==> config.mk <==
export PLATFORM = sky130hd
export DESIGN_NAME = emulated_eeprom_access_ctrl
export DESIGN_NICKNAME = d
export VERILOG_FILES = /design/src/pkg/eeprom_pkg.sv /design/src/design/emulated_eeprom_access_ctrl.sv /design/src/design/eeprom_cycle_timer.sv
export VERILOG_INCLUDE_DIRS = /design/src /design/src/pkg
export SDC_FILE = /design/constraint.sdc
export NUM_CORES = 1
export LEC_CHECK = 0
export BUFFER_PORTS_ARGS = -buffer_cell sky130_fd_sc_hd__buf_2
export CAP_MARGIN = 0
export CORE_ASPECT_RATIO = 0.7
export CORE_MARGIN = 4
export CORE_UTILIZATION = 38
export CTS_CLUSTER_DIAMETER = 150
export DETAILED_ROUTE_END_ITERATION = 6
export PLACE_DENSITY = 0.51
export SYNTH_ARGS = -nofsm -noshare
export SYNTH_HDL_FRONTEND = slang
export SYNTH_HIERARCHICAL = 1
export SYNTH_SLANG_ARGS = --single-unit
==> constraint.sdc <==
create_clock -name clk -period 4 [get_ports clk]
set_clock_uncertainty 0.05 [all_clocks]
set_input_delay 0.8 -clock clk [delete_from_list [all_inputs] [get_ports clk]]
set_output_delay 0.8 -clock clk [all_outputs]
set_load 0.02 [all_outputs]
==> src/pkg/eeprom_defs.svh <==
/*
  Constants of the emulated EEPROM access controller: register indices,
  control field positions, reset values and cycle timing figures.
  Assumes inclusion by bare name from every file that needs a figure.
*/
`ifndef EEPROM_DEFS_SVH
`define EEPROM_DEFS_SVH

// Register indices on the plain register port
`define EE_IDX_ADDR 4'h0
`define EE_IDX_CTRL 4'h1
`define EE_IDX_DATA_FIRST 4'h2
`define EE_IDX_DATA_LAST 4'h9

// Control register field positions
`define CTL_RD_TRIG 0
`define CTL_RD_EN 1
`define CTL_WR_TRIG 2
`define CTL_WR_EN 3
`define CTL_ER_TRIG 4
`define CTL_ER_EN 5
`define CTL_TSEL_LO 6
`define CTL_TSEL_HI 7

// Reset values
`define CTL_RESET 8'h00
`define ADDR_RESET 5'h00
`define DATA_RESET 8'h00
`define WORD_RESET 16'h0000

// Array geometry
`define EE_WORDS 32
`define TIMER_W 24

// Timing: clock period, shortest program time, read access time
`define EE_CLK_PERIOD_NS 4
`define EE_BASE_TIME_US 2000
`define EE_READ_TIME_NS 16

`endif

==> src/pkg/eeprom_pkg.sv <==
/*
  Types shared by the emulated EEPROM access controller and its timer.
  Assumes nothing beyond a SystemVerilog compiler.
*/
package eeprom_pkg;

  // Bus byte and stored word
  typedef logic [7:0] byte_type;
  typedef logic [15:0] word_type;
  typedef logic [3:0] reg_index_type;
  typedef logic [23:0] count_type;

  // Sequencer states, Gray coded along idle-read-write-erase
  typedef enum logic [1:0] {
    ST_IDLE = 2'b00,
    ST_READ = 2'b01,
    ST_WRITE = 2'b11,
    ST_ERASE = 2'b10
  } ee_state_type;

endpackage

==> src/design/emulated_eeprom_access_ctrl.sv <==
/*
  Emulated EEPROM access controller: address, control and data
  registers, a 32-word array, and the read, write and erase sequencer
  that stalls the CPU while a cycle runs.
  Assumes a single-cycle register port from the CPU on clk, and a
  low-power entry strobe from the CPU clock logic on the same clock.
*/
`timescale 1ns/1ps
`include "eeprom_defs.svh"

module emulated_eeprom_access_ctrl #(
  // Cycles for the shortest program time; shorten in simulation
  parameter int unsigned BASE_CYCLES =
    (`EE_BASE_TIME_US * 1000) / `EE_CLK_PERIOD_NS
) (
  input wire logic clk,
  input wire logic rst_n,
  input wire eeprom_pkg::reg_index_type addr,
  input wire eeprom_pkg::byte_type wdata,
  input wire logic wr_en,
  input wire logic rd_en,
  input wire logic low_power_entry,
  output eeprom_pkg::byte_type rdata,
  output logic cpu_stall,
  output logic op_fail
);
  import eeprom_pkg::*;

  // Read access time in cycles, rounded up, never below one
  localparam int unsigned READ_CYCLES_RAW =
    (`EE_READ_TIME_NS + `EE_CLK_PERIOD_NS - 1) / `EE_CLK_PERIOD_NS;
  localparam int unsigned READ_CYCLES =
    (READ_CYCLES_RAW < 1) ? 1 : READ_CYCLES_RAW;

  // Software visible registers
  logic [4:0] eeprom_address_reg; // Word address
  byte_type eeprom_control_reg; // Enables, triggers, time select
  byte_type data_low_reg [4]; // Low bytes of the four data pairs
  byte_type data_high_reg [4]; // High bytes of the four data pairs

  // Array and sequencer
  word_type mem_reg [`EE_WORDS]; // Emulated nonvolatile words
  ee_state_type state_reg; // Sequencer state
  ee_state_type state_next; // Next sequencer state
  logic arm_write_reg; // Write enable set by the last access
  logic arm_erase_reg; // Erase enable set by the last access
  byte_type rdata_reg; // Read data, one cycle after strobe
  logic cpu_stall_reg; // Halt request toward the CPU
  logic op_fail_reg; // Last cycle aborted by low power entry

  // Decode and control wires
  logic idle_w; // No cycle running
  logic busy_w; // A cycle is running
  logic addr_wr_w; // Address register write accepted
  logic ctrl_wr_w; // Control register write accepted
  logic data_hit_w; // Strobe addresses a data register
  logic data_wr_w; // Data register write accepted
  logic [1:0] pair_w; // Addressed data pair
  logic [2:0] trig_new_w; // Trigger bits newly requested
  logic single_trig_w; // Exactly one trigger requested
  logic go_read_w; // Read cycle activated
  logic go_write_w; // Write cycle activated
  logic go_erase_w; // Erase cycle activated
  logic go_any_w; // Any cycle activated
  logic cycle_done_w; // Timer reached the end of the cycle
  logic abort_w; // Cycle killed by low power entry
  logic finish_w; // Normal end of a cycle
  logic read_end_w; // Normal end of a read
  logic write_end_w; // Normal end of a write
  logic erase_end_w; // Normal end of an erase
  count_type prog_cycles_w; // Selected program time in cycles
  count_type load_cycles_w; // Count handed to the timer
  byte_type ctrl_written_w; // Control value after a write
  byte_type ctrl_next; // Next control register value
  byte_type rd_mux_w; // Selected read data
  word_type read_word_w; // Word picked by the address

  assign idle_w = (state_reg == ST_IDLE);
  assign busy_w = !idle_w;

  // Register writes only land while idle
  assign addr_wr_w = wr_en && idle_w && (addr == `EE_IDX_ADDR);
  assign ctrl_wr_w = wr_en && idle_w && (addr == `EE_IDX_CTRL);
  assign data_hit_w = (addr >= `EE_IDX_DATA_FIRST) && (addr <= `EE_IDX_DATA_LAST);
  assign data_wr_w = wr_en && idle_w && data_hit_w;
  assign pair_w = 2'(addr[3:1] - 3'h1);

  // Triggers that go from zero to one in this write
  assign trig_new_w = {wdata[`CTL_ER_TRIG], wdata[`CTL_WR_TRIG], wdata[`CTL_RD_TRIG]}
    & ~{eeprom_control_reg[`CTL_ER_TRIG], eeprom_control_reg[`CTL_WR_TRIG],
        eeprom_control_reg[`CTL_RD_TRIG]};
  assign single_trig_w = (trig_new_w == 3'b001) || (trig_new_w == 3'b010)
    || (trig_new_w == 3'b100);

  // Read needs its enable already high
  assign go_read_w = ctrl_wr_w && single_trig_w && trig_new_w[0]
    && eeprom_control_reg[`CTL_RD_EN];

  // Write and erase also need the enable set by the previous access
  assign go_write_w = ctrl_wr_w && single_trig_w && trig_new_w[1]
    && eeprom_control_reg[`CTL_WR_EN] && arm_write_reg;
  assign go_erase_w = ctrl_wr_w && single_trig_w && trig_new_w[2]
    && eeprom_control_reg[`CTL_ER_EN] && arm_erase_reg;
  assign go_any_w = go_read_w || go_write_w || go_erase_w;

  // Program time doubles with each step of the select field
  assign prog_cycles_w = count_type'(BASE_CYCLES)
    << wdata[`CTL_TSEL_HI:`CTL_TSEL_LO];
  assign load_cycles_w = go_read_w ? count_type'(READ_CYCLES) : prog_cycles_w;

  // End of cycle, either clean or aborted
  assign abort_w = busy_w && low_power_entry;
  assign finish_w = busy_w && cycle_done_w && !abort_w;
  assign read_end_w = finish_w && (state_reg == ST_READ);
  assign write_end_w = finish_w && (state_reg == ST_WRITE);
  assign erase_end_w = finish_w && (state_reg == ST_ERASE);

  // Value stored by a control write; an ignored trigger stays low
  assign ctrl_written_w = {wdata[`CTL_TSEL_HI:`CTL_TSEL_LO], wdata[`CTL_ER_EN], go_erase_w,
    wdata[`CTL_WR_EN], go_write_w, wdata[`CTL_RD_EN], go_read_w};

  // Word at the current address, for reads
  assign read_word_w = mem_reg[eeprom_address_reg];

  // Register read multiplexer; unmapped indices read zero
  assign rd_mux_w = (addr == `EE_IDX_ADDR) ? {3'h0, eeprom_address_reg} :
    (addr == `EE_IDX_CTRL) ? eeprom_control_reg :
    !data_hit_w ? 8'h00 :
    addr[0] ? data_high_reg[pair_w] : data_low_reg[pair_w];

  // Cycle timer
  eeprom_cycle_timer eeprom_cycle_timer_i (
    .clk(clk),
    .rst_n(rst_n),
    .start(go_any_w),
    .abort(abort_w),
    .load_count(load_cycles_w),
    .done(cycle_done_w)
  );

  // Sequencer next state
  always_comb begin
    state_next = state_reg;
    case (state_reg)
      ST_IDLE: begin
        // New cycle only from idle
        if (go_read_w) begin
          state_next = ST_READ;
        end else if (go_write_w) begin
          state_next = ST_WRITE;
        end else if (go_erase_w) begin
          state_next = ST_ERASE;
        end
      end
      ST_READ, ST_WRITE, ST_ERASE: begin
        // Busy: requests ignored, leave on end or abort
        if (finish_w || abort_w) begin
          state_next = ST_IDLE;
        end
      end
      default: begin
        state_next = ST_IDLE;
      end
    endcase
  end

  // Control register next value
  always_comb begin
    ctrl_next = eeprom_control_reg;
    if (ctrl_wr_w) begin
      // Software write, accepted only while idle
      ctrl_next = ctrl_written_w;
    end else if (read_end_w) begin
      ctrl_next[`CTL_RD_TRIG] = 1'b0;
    end else if (write_end_w) begin
      ctrl_next[`CTL_WR_TRIG] = 1'b0;
      ctrl_next[`CTL_WR_EN] = 1'b0;
    end else if (erase_end_w) begin
      ctrl_next[`CTL_ER_TRIG] = 1'b0;
      ctrl_next[`CTL_ER_EN] = 1'b0;
    end else if (abort_w) begin
      // Failed cycle drops every trigger and program enable
      ctrl_next[`CTL_RD_TRIG] = 1'b0;
      ctrl_next[`CTL_WR_TRIG] = 1'b0;
      ctrl_next[`CTL_WR_EN] = 1'b0;
      ctrl_next[`CTL_ER_TRIG] = 1'b0;
      ctrl_next[`CTL_ER_EN] = 1'b0;
    end
  end

  // Sequencer and control register
  always_ff @(posedge clk or negedge rst_n) begin
    if (!rst_n) begin
      state_reg <= ST_IDLE;
      eeprom_control_reg <= `CTL_RESET;
    end else begin
      state_reg <= state_next;
      eeprom_control_reg <= ctrl_next;
    end
  end

  // Arming: an enable rising marks the very next access as the trigger slot
  always_ff @(posedge clk or negedge rst_n) begin
    if (!rst_n) begin
      arm_write_reg <= 1'b0;
      arm_erase_reg <= 1'b0;
    end else if (wr_en || rd_en) begin
      arm_write_reg <= ctrl_wr_w && wdata[`CTL_WR_EN]
        && !eeprom_control_reg[`CTL_WR_EN];
      arm_erase_reg <= ctrl_wr_w && wdata[`CTL_ER_EN]
        && !eeprom_control_reg[`CTL_ER_EN];
    end
  end

  // Address register, never stepped by hardware
  always_ff @(posedge clk or negedge rst_n) begin
    if (!rst_n) begin
      eeprom_address_reg <= `ADDR_RESET;
    end else if (addr_wr_w) begin
      eeprom_address_reg <= wdata[4:0];
    end
  end

  // Data register pairs; pair zero also takes the read result
  genvar p;
  generate
    for (p = 0; p < 4; p++) begin : g_pair
      logic lo_wr_w; // Software write to this low byte
      logic hi_wr_w; // Software write to this high byte
      logic load_w; // Read result lands here
      assign lo_wr_w = data_wr_w && (pair_w == 2'(p)) && !addr[0];
      assign hi_wr_w = data_wr_w && (pair_w == 2'(p)) && addr[0];
      assign load_w = read_end_w && (p == 0);

      // Byte pair update
      always_ff @(posedge clk or negedge rst_n) begin
        if (!rst_n) begin
          data_low_reg[p] <= `DATA_RESET;
          data_high_reg[p] <= `DATA_RESET;
        end else if (load_w) begin
          // Held until the next read or a software write replaces it
          data_low_reg[p] <= read_word_w[7:0];
          data_high_reg[p] <= read_word_w[15:8];
        end else begin
          data_low_reg[p] <= lo_wr_w ? wdata : data_low_reg[p];
          data_high_reg[p] <= hi_wr_w ? wdata : data_high_reg[p];
        end
      end
    end
  endgenerate

  // Array words: write unit of four, erase page of sixteen
  genvar w;
  generate
    for (w = 0; w < `EE_WORDS; w++) begin : g_word
      logic unit_hit_w; // Word lies in the addressed write unit
      logic page_hit_w; // Word lies in the addressed erase page
      assign unit_hit_w = (3'(w >> 2) == eeprom_address_reg[4:2]);
      assign page_hit_w = (1'(w >> 4) == eeprom_address_reg[4]);

      // Commit only on a clean end; an aborted cycle leaves the word
      always_ff @(posedge clk or negedge rst_n) begin
        if (!rst_n) begin
          mem_reg[w] <= `WORD_RESET;
        end else if (write_end_w && unit_hit_w) begin
          mem_reg[w] <= {data_high_reg[w % 4], data_low_reg[w % 4]};
        end else if (erase_end_w && page_hit_w) begin
          mem_reg[w] <= `WORD_RESET;
        end
      end
    end
  endgenerate

  // CPU halt from activation to the end of the cycle
  always_ff @(posedge clk or negedge rst_n) begin
    if (!rst_n) begin
      cpu_stall_reg <= 1'b0;
    end else begin
      cpu_stall_reg <= go_any_w || (busy_w && !finish_w && !abort_w);
    end
  end

  // Failure flag: set by abort, cleared by the next activation
  always_ff @(posedge clk or negedge rst_n) begin
    if (!rst_n) begin
      op_fail_reg <= 1'b0;
    end else if (abort_w) begin
      op_fail_reg <= 1'b1;
    end else if (go_any_w) begin
      op_fail_reg <= 1'b0;
    end
  end

  // Read data stands one cycle after the strobe, zero otherwise
  always_ff @(posedge clk or negedge rst_n) begin
    if (!rst_n) begin
      rdata_reg <= 8'h00;
    end else begin
      rdata_reg <= rd_en ? rd_mux_w : 8'h00;
    end
  end

  assign rdata = rdata_reg;
  assign cpu_stall = cpu_stall_reg;
  assign op_fail = op_fail_reg;

endmodule

==> src/design/eeprom_cycle_timer.sv <==
/*
  Down counter that times one read, write or erase cycle.
  Assumes start and abort come from logic on the same clock and
  that start is only given while the counter is idle.
*/
`timescale 1ns/1ps
`include "eeprom_defs.svh"

module eeprom_cycle_timer (
  input wire logic clk,
  input wire logic rst_n,
  input wire logic start,
  input wire logic abort,
  input wire eeprom_pkg::count_type load_count,
  output logic done
);
  import eeprom_pkg::*;

  count_type count_reg; // Cycles still to run
  logic run_reg; // Counter active
  logic last_w; // Final cycle of the count

  assign last_w = run_reg && (count_reg <= 24'h000001);
  // End marker stands in the last counted cycle, so the load equals the busy time
  assign done = last_w;

  // Load and count down; the counter stops itself after the last cycle
  always_ff @(posedge clk or negedge rst_n) begin
    if (!rst_n) begin
      count_reg <= 24'h000000;
      run_reg <= 1'b0;
    end else if (abort) begin
      // Aborted cycle reports no end after the abort; done is not masked in the abort cycle itself
      count_reg <= 24'h000000;
      run_reg <= 1'b0;
    end else if (start) begin
      count_reg <= load_count;
      run_reg <= 1'b1;
    end else begin
      count_reg <= run_reg ? count_reg - 24'h000001 : count_reg;
      run_reg <= run_reg && !last_w;
    end
  end

endmodule

==> reports/results.txt <==
Vias/cell: 5.63
Post-synth EDFFs: 0
count leader, synth: nand2_1
Seq/Total Area, Yosys: 51.6%
first-pass GRT wire length: 149000 um
Global Route Usage Sum: 22.8%
number of global-route vias before repair: 23438
gp weighted congestion: 0.818
fraction of synthesized cell area in xor and xnor cells: 0.345%
pre-CTS setup slack: 0.535 ns
Max Freq: 286 MHz
CP Capture Type: flip-flop
post-route setup TNS: 0 ns
worst-margin pin slew: 1.21 ns
VDD IR-drop max: 288 uV
asr flop ratio synth: 100%
initial drt markers: 2114
crit path max fanout: 36
simple-gate share of the synthesized area: 21.1%
root buffer cell: clkbuf_16
Setup-failing EPs final: 0
synth unique cells: 71
antenna violations before repair: 5
Slew Limit Fails: 0
initial cell density of the core: 38.5%
total gr overflow: 0
Port Buffers: 26
relative slew slack: 19.0%
area added between synthesis and finish: 11.8%
final hold vios: 0
nets@finish: 3103
fraction of synthesized area in multiplexers: 13.8%
post_cts resized: 0
Final min period: 3.49 ns
cts hold-fix bufs: 0
Worst Setup Path Type: reg -> reg
post-DP HPWL: 59900 um
TritonCTS clock tree: yes
total CTS buffers: 66
crit path DAT: 3.99 ns
Synth Area in Compound Gates: 8.15%
Clock Latency Late Sink: 0.63 ns
maxcap violations: 0
Synth Warn #: 6
CP Launch Type: flip-flop
Pwr Density: 467 mW/mm2
register bit total from synthesis: 628
clk sink count: 628
Yosys top cell by area: dfrtp_1
dominant cells by area after synthesis: dfrtp_1, nand2_1, mux4_2
total power: 15.9 mW
routed len/inst: 22.9 um
area share of the largest cell type after synthesis: 51.6%
chip height: 245 um
drt total wl: 95900 um
commonest register cell after synthesis: dfrtp_1
final core area utilization: 43.0%
final worst slack: 0.509 ns
Cell Area, Synth: 0.0304 mm2
Synth top cells by count: nand2_1, dfrtp_1, o21ai_0
Longest Clk Path Bufs: 3
H-tree Lvls: 3
drt pass-1 iters: 5
die area: 0.0848 mm2
Antenna Nets Post-Route: 0
fin crit share: 87.3%
proportion of layout cells with a drive suffix above 1: 14.7%
status: completed
cell leakage power: 15.6 nW
Rows: 86
post-synthesis adder-cell area fraction: 0.559%
Reg clk slew, reported paths: 0.06 ns
Gate Count Post-Synth: 3180
main combinational cell family by area after synthesis: simple AND/OR/NAND/NOR gates
core box area: 0.0791 mm2
syn avg cell area: 9.57 um2
Top Ports: 27
required time of the critical path: 4.50 ns
Hold Crit Class: in -> async
routed vias: 23533
hold_ws: 0.244 ns
Post CTS Setup Buffer Count: 0
max FFs per register: 512
RSZ-0062 raised after global routing: no
DRC: 0
largest net degree at the start of global routing: 221
Chip Width: 346 um
==> critical path, cell delays in order, from the launching register on <==
cell,delay [ns]
dfrtp_1,0.40
or4_4,0.55
or2_4,0.26
nor4_1,0.30
buf_4,0.22
nand3b_1,0.15
nor3b_2,0.23
buf_4,0.21
and2_2,0.55
buf_12,0.30
nand2_1,0.09
nand2_1,0.09
==> per-stage QoR <==
step,cell area (um2),instances
2_1_floorplan,30500,3186
3_3_place_gp,31800,4062
3_5_place_dp,31800,4062
4_1_cts,34000,4178
5_1_grt,34000,4179
6_report,34000,4179
==> final timing paths <==
check	start	end	slack, ns	depth (start not counted)
max	eeprom_cycle_timer_i/count_reg[20]	mem_reg[418]	0.51	11
min	rst_n	eeprom_cycle_timer_i/count_reg[7]	0.24	1
min reg2reg	mem_reg[453]	mem_reg[453]	0.45	2
max in group asynchronous	rst_n	mem_reg[233]	2.51	3
max reg2reg	eeprom_cycle_timer_i/count_reg[20]	mem_reg[418]	0.51	11
min in group clk	rd_en	rdata[3]	0.43	3
==> layer usage <==
metal | up-vias | share of wire (%) | GRT usage, % | wire [um]
met5 | - | 0.0083 | 0 | 8
met1 | 11980 | 48 | 35.0 | 46300
li1 | 10592 | - | - | -
met2 | 822 | 43 | 33.2 | 41000
met3 | 137 | 6.7 | 3.74 | 6410
met4 | 2 | 2.2 | 6.02 | 2090
==> kinds of logic (layout without fill, tap and decap cells) <==
group	after synthesis	in the layout
xor+xnor	12	12
compound gates	418	418
fa+ha+maj	14	14
buf+inv	323	259
simple gates	1516	1516
other cells	1	8
mux	268	268
flops	628	628
==> cells in the final DEF (no fill, tap or decap), types with 10 or more instances in the layout <==
master,n
a211oi_1,16
a221oi_1,16
a311oi_1,12
buf_12,26
buf_2,25
buf_4,76
clkbuf_1,20
clkbuf_16,73
clkbuf_8,15
dfrtp_1,624
ha_1,12
inv_1,13
mux2_2,67
mux2i_1,86
mux4_2,115
nand2_1,1089
nand3_1,273
nand4_1,11
nor2_1,52
nor2b_1,15
o211ai_1,18
o21ai_0,290
o22ai_1,12
o31ai_1,10
xor2_1,10
==> where the power goes <==
part / switching [mW] / internal, mW
Combinational: 1.10 / 0.856
Sequential: 0.991 / 6.61
Clock: 2.62 / 3.72
Total: 4.71 / 11.2
==> layout make-up <==
type / count / area [um2]
inverters: 15 / 56.3
repair buffers: 128 / 1230
well taps: 1056 / 1320
multi-input cells: 2235 / 13500
clock buffers: 108 / 2110
flip-flops and latches: 628 / 15700
clock inverters: 8 / 92.6
diodes: 1 / 2.50
fillers: 7578 / 45100
(Power assumes the default switching activity.)
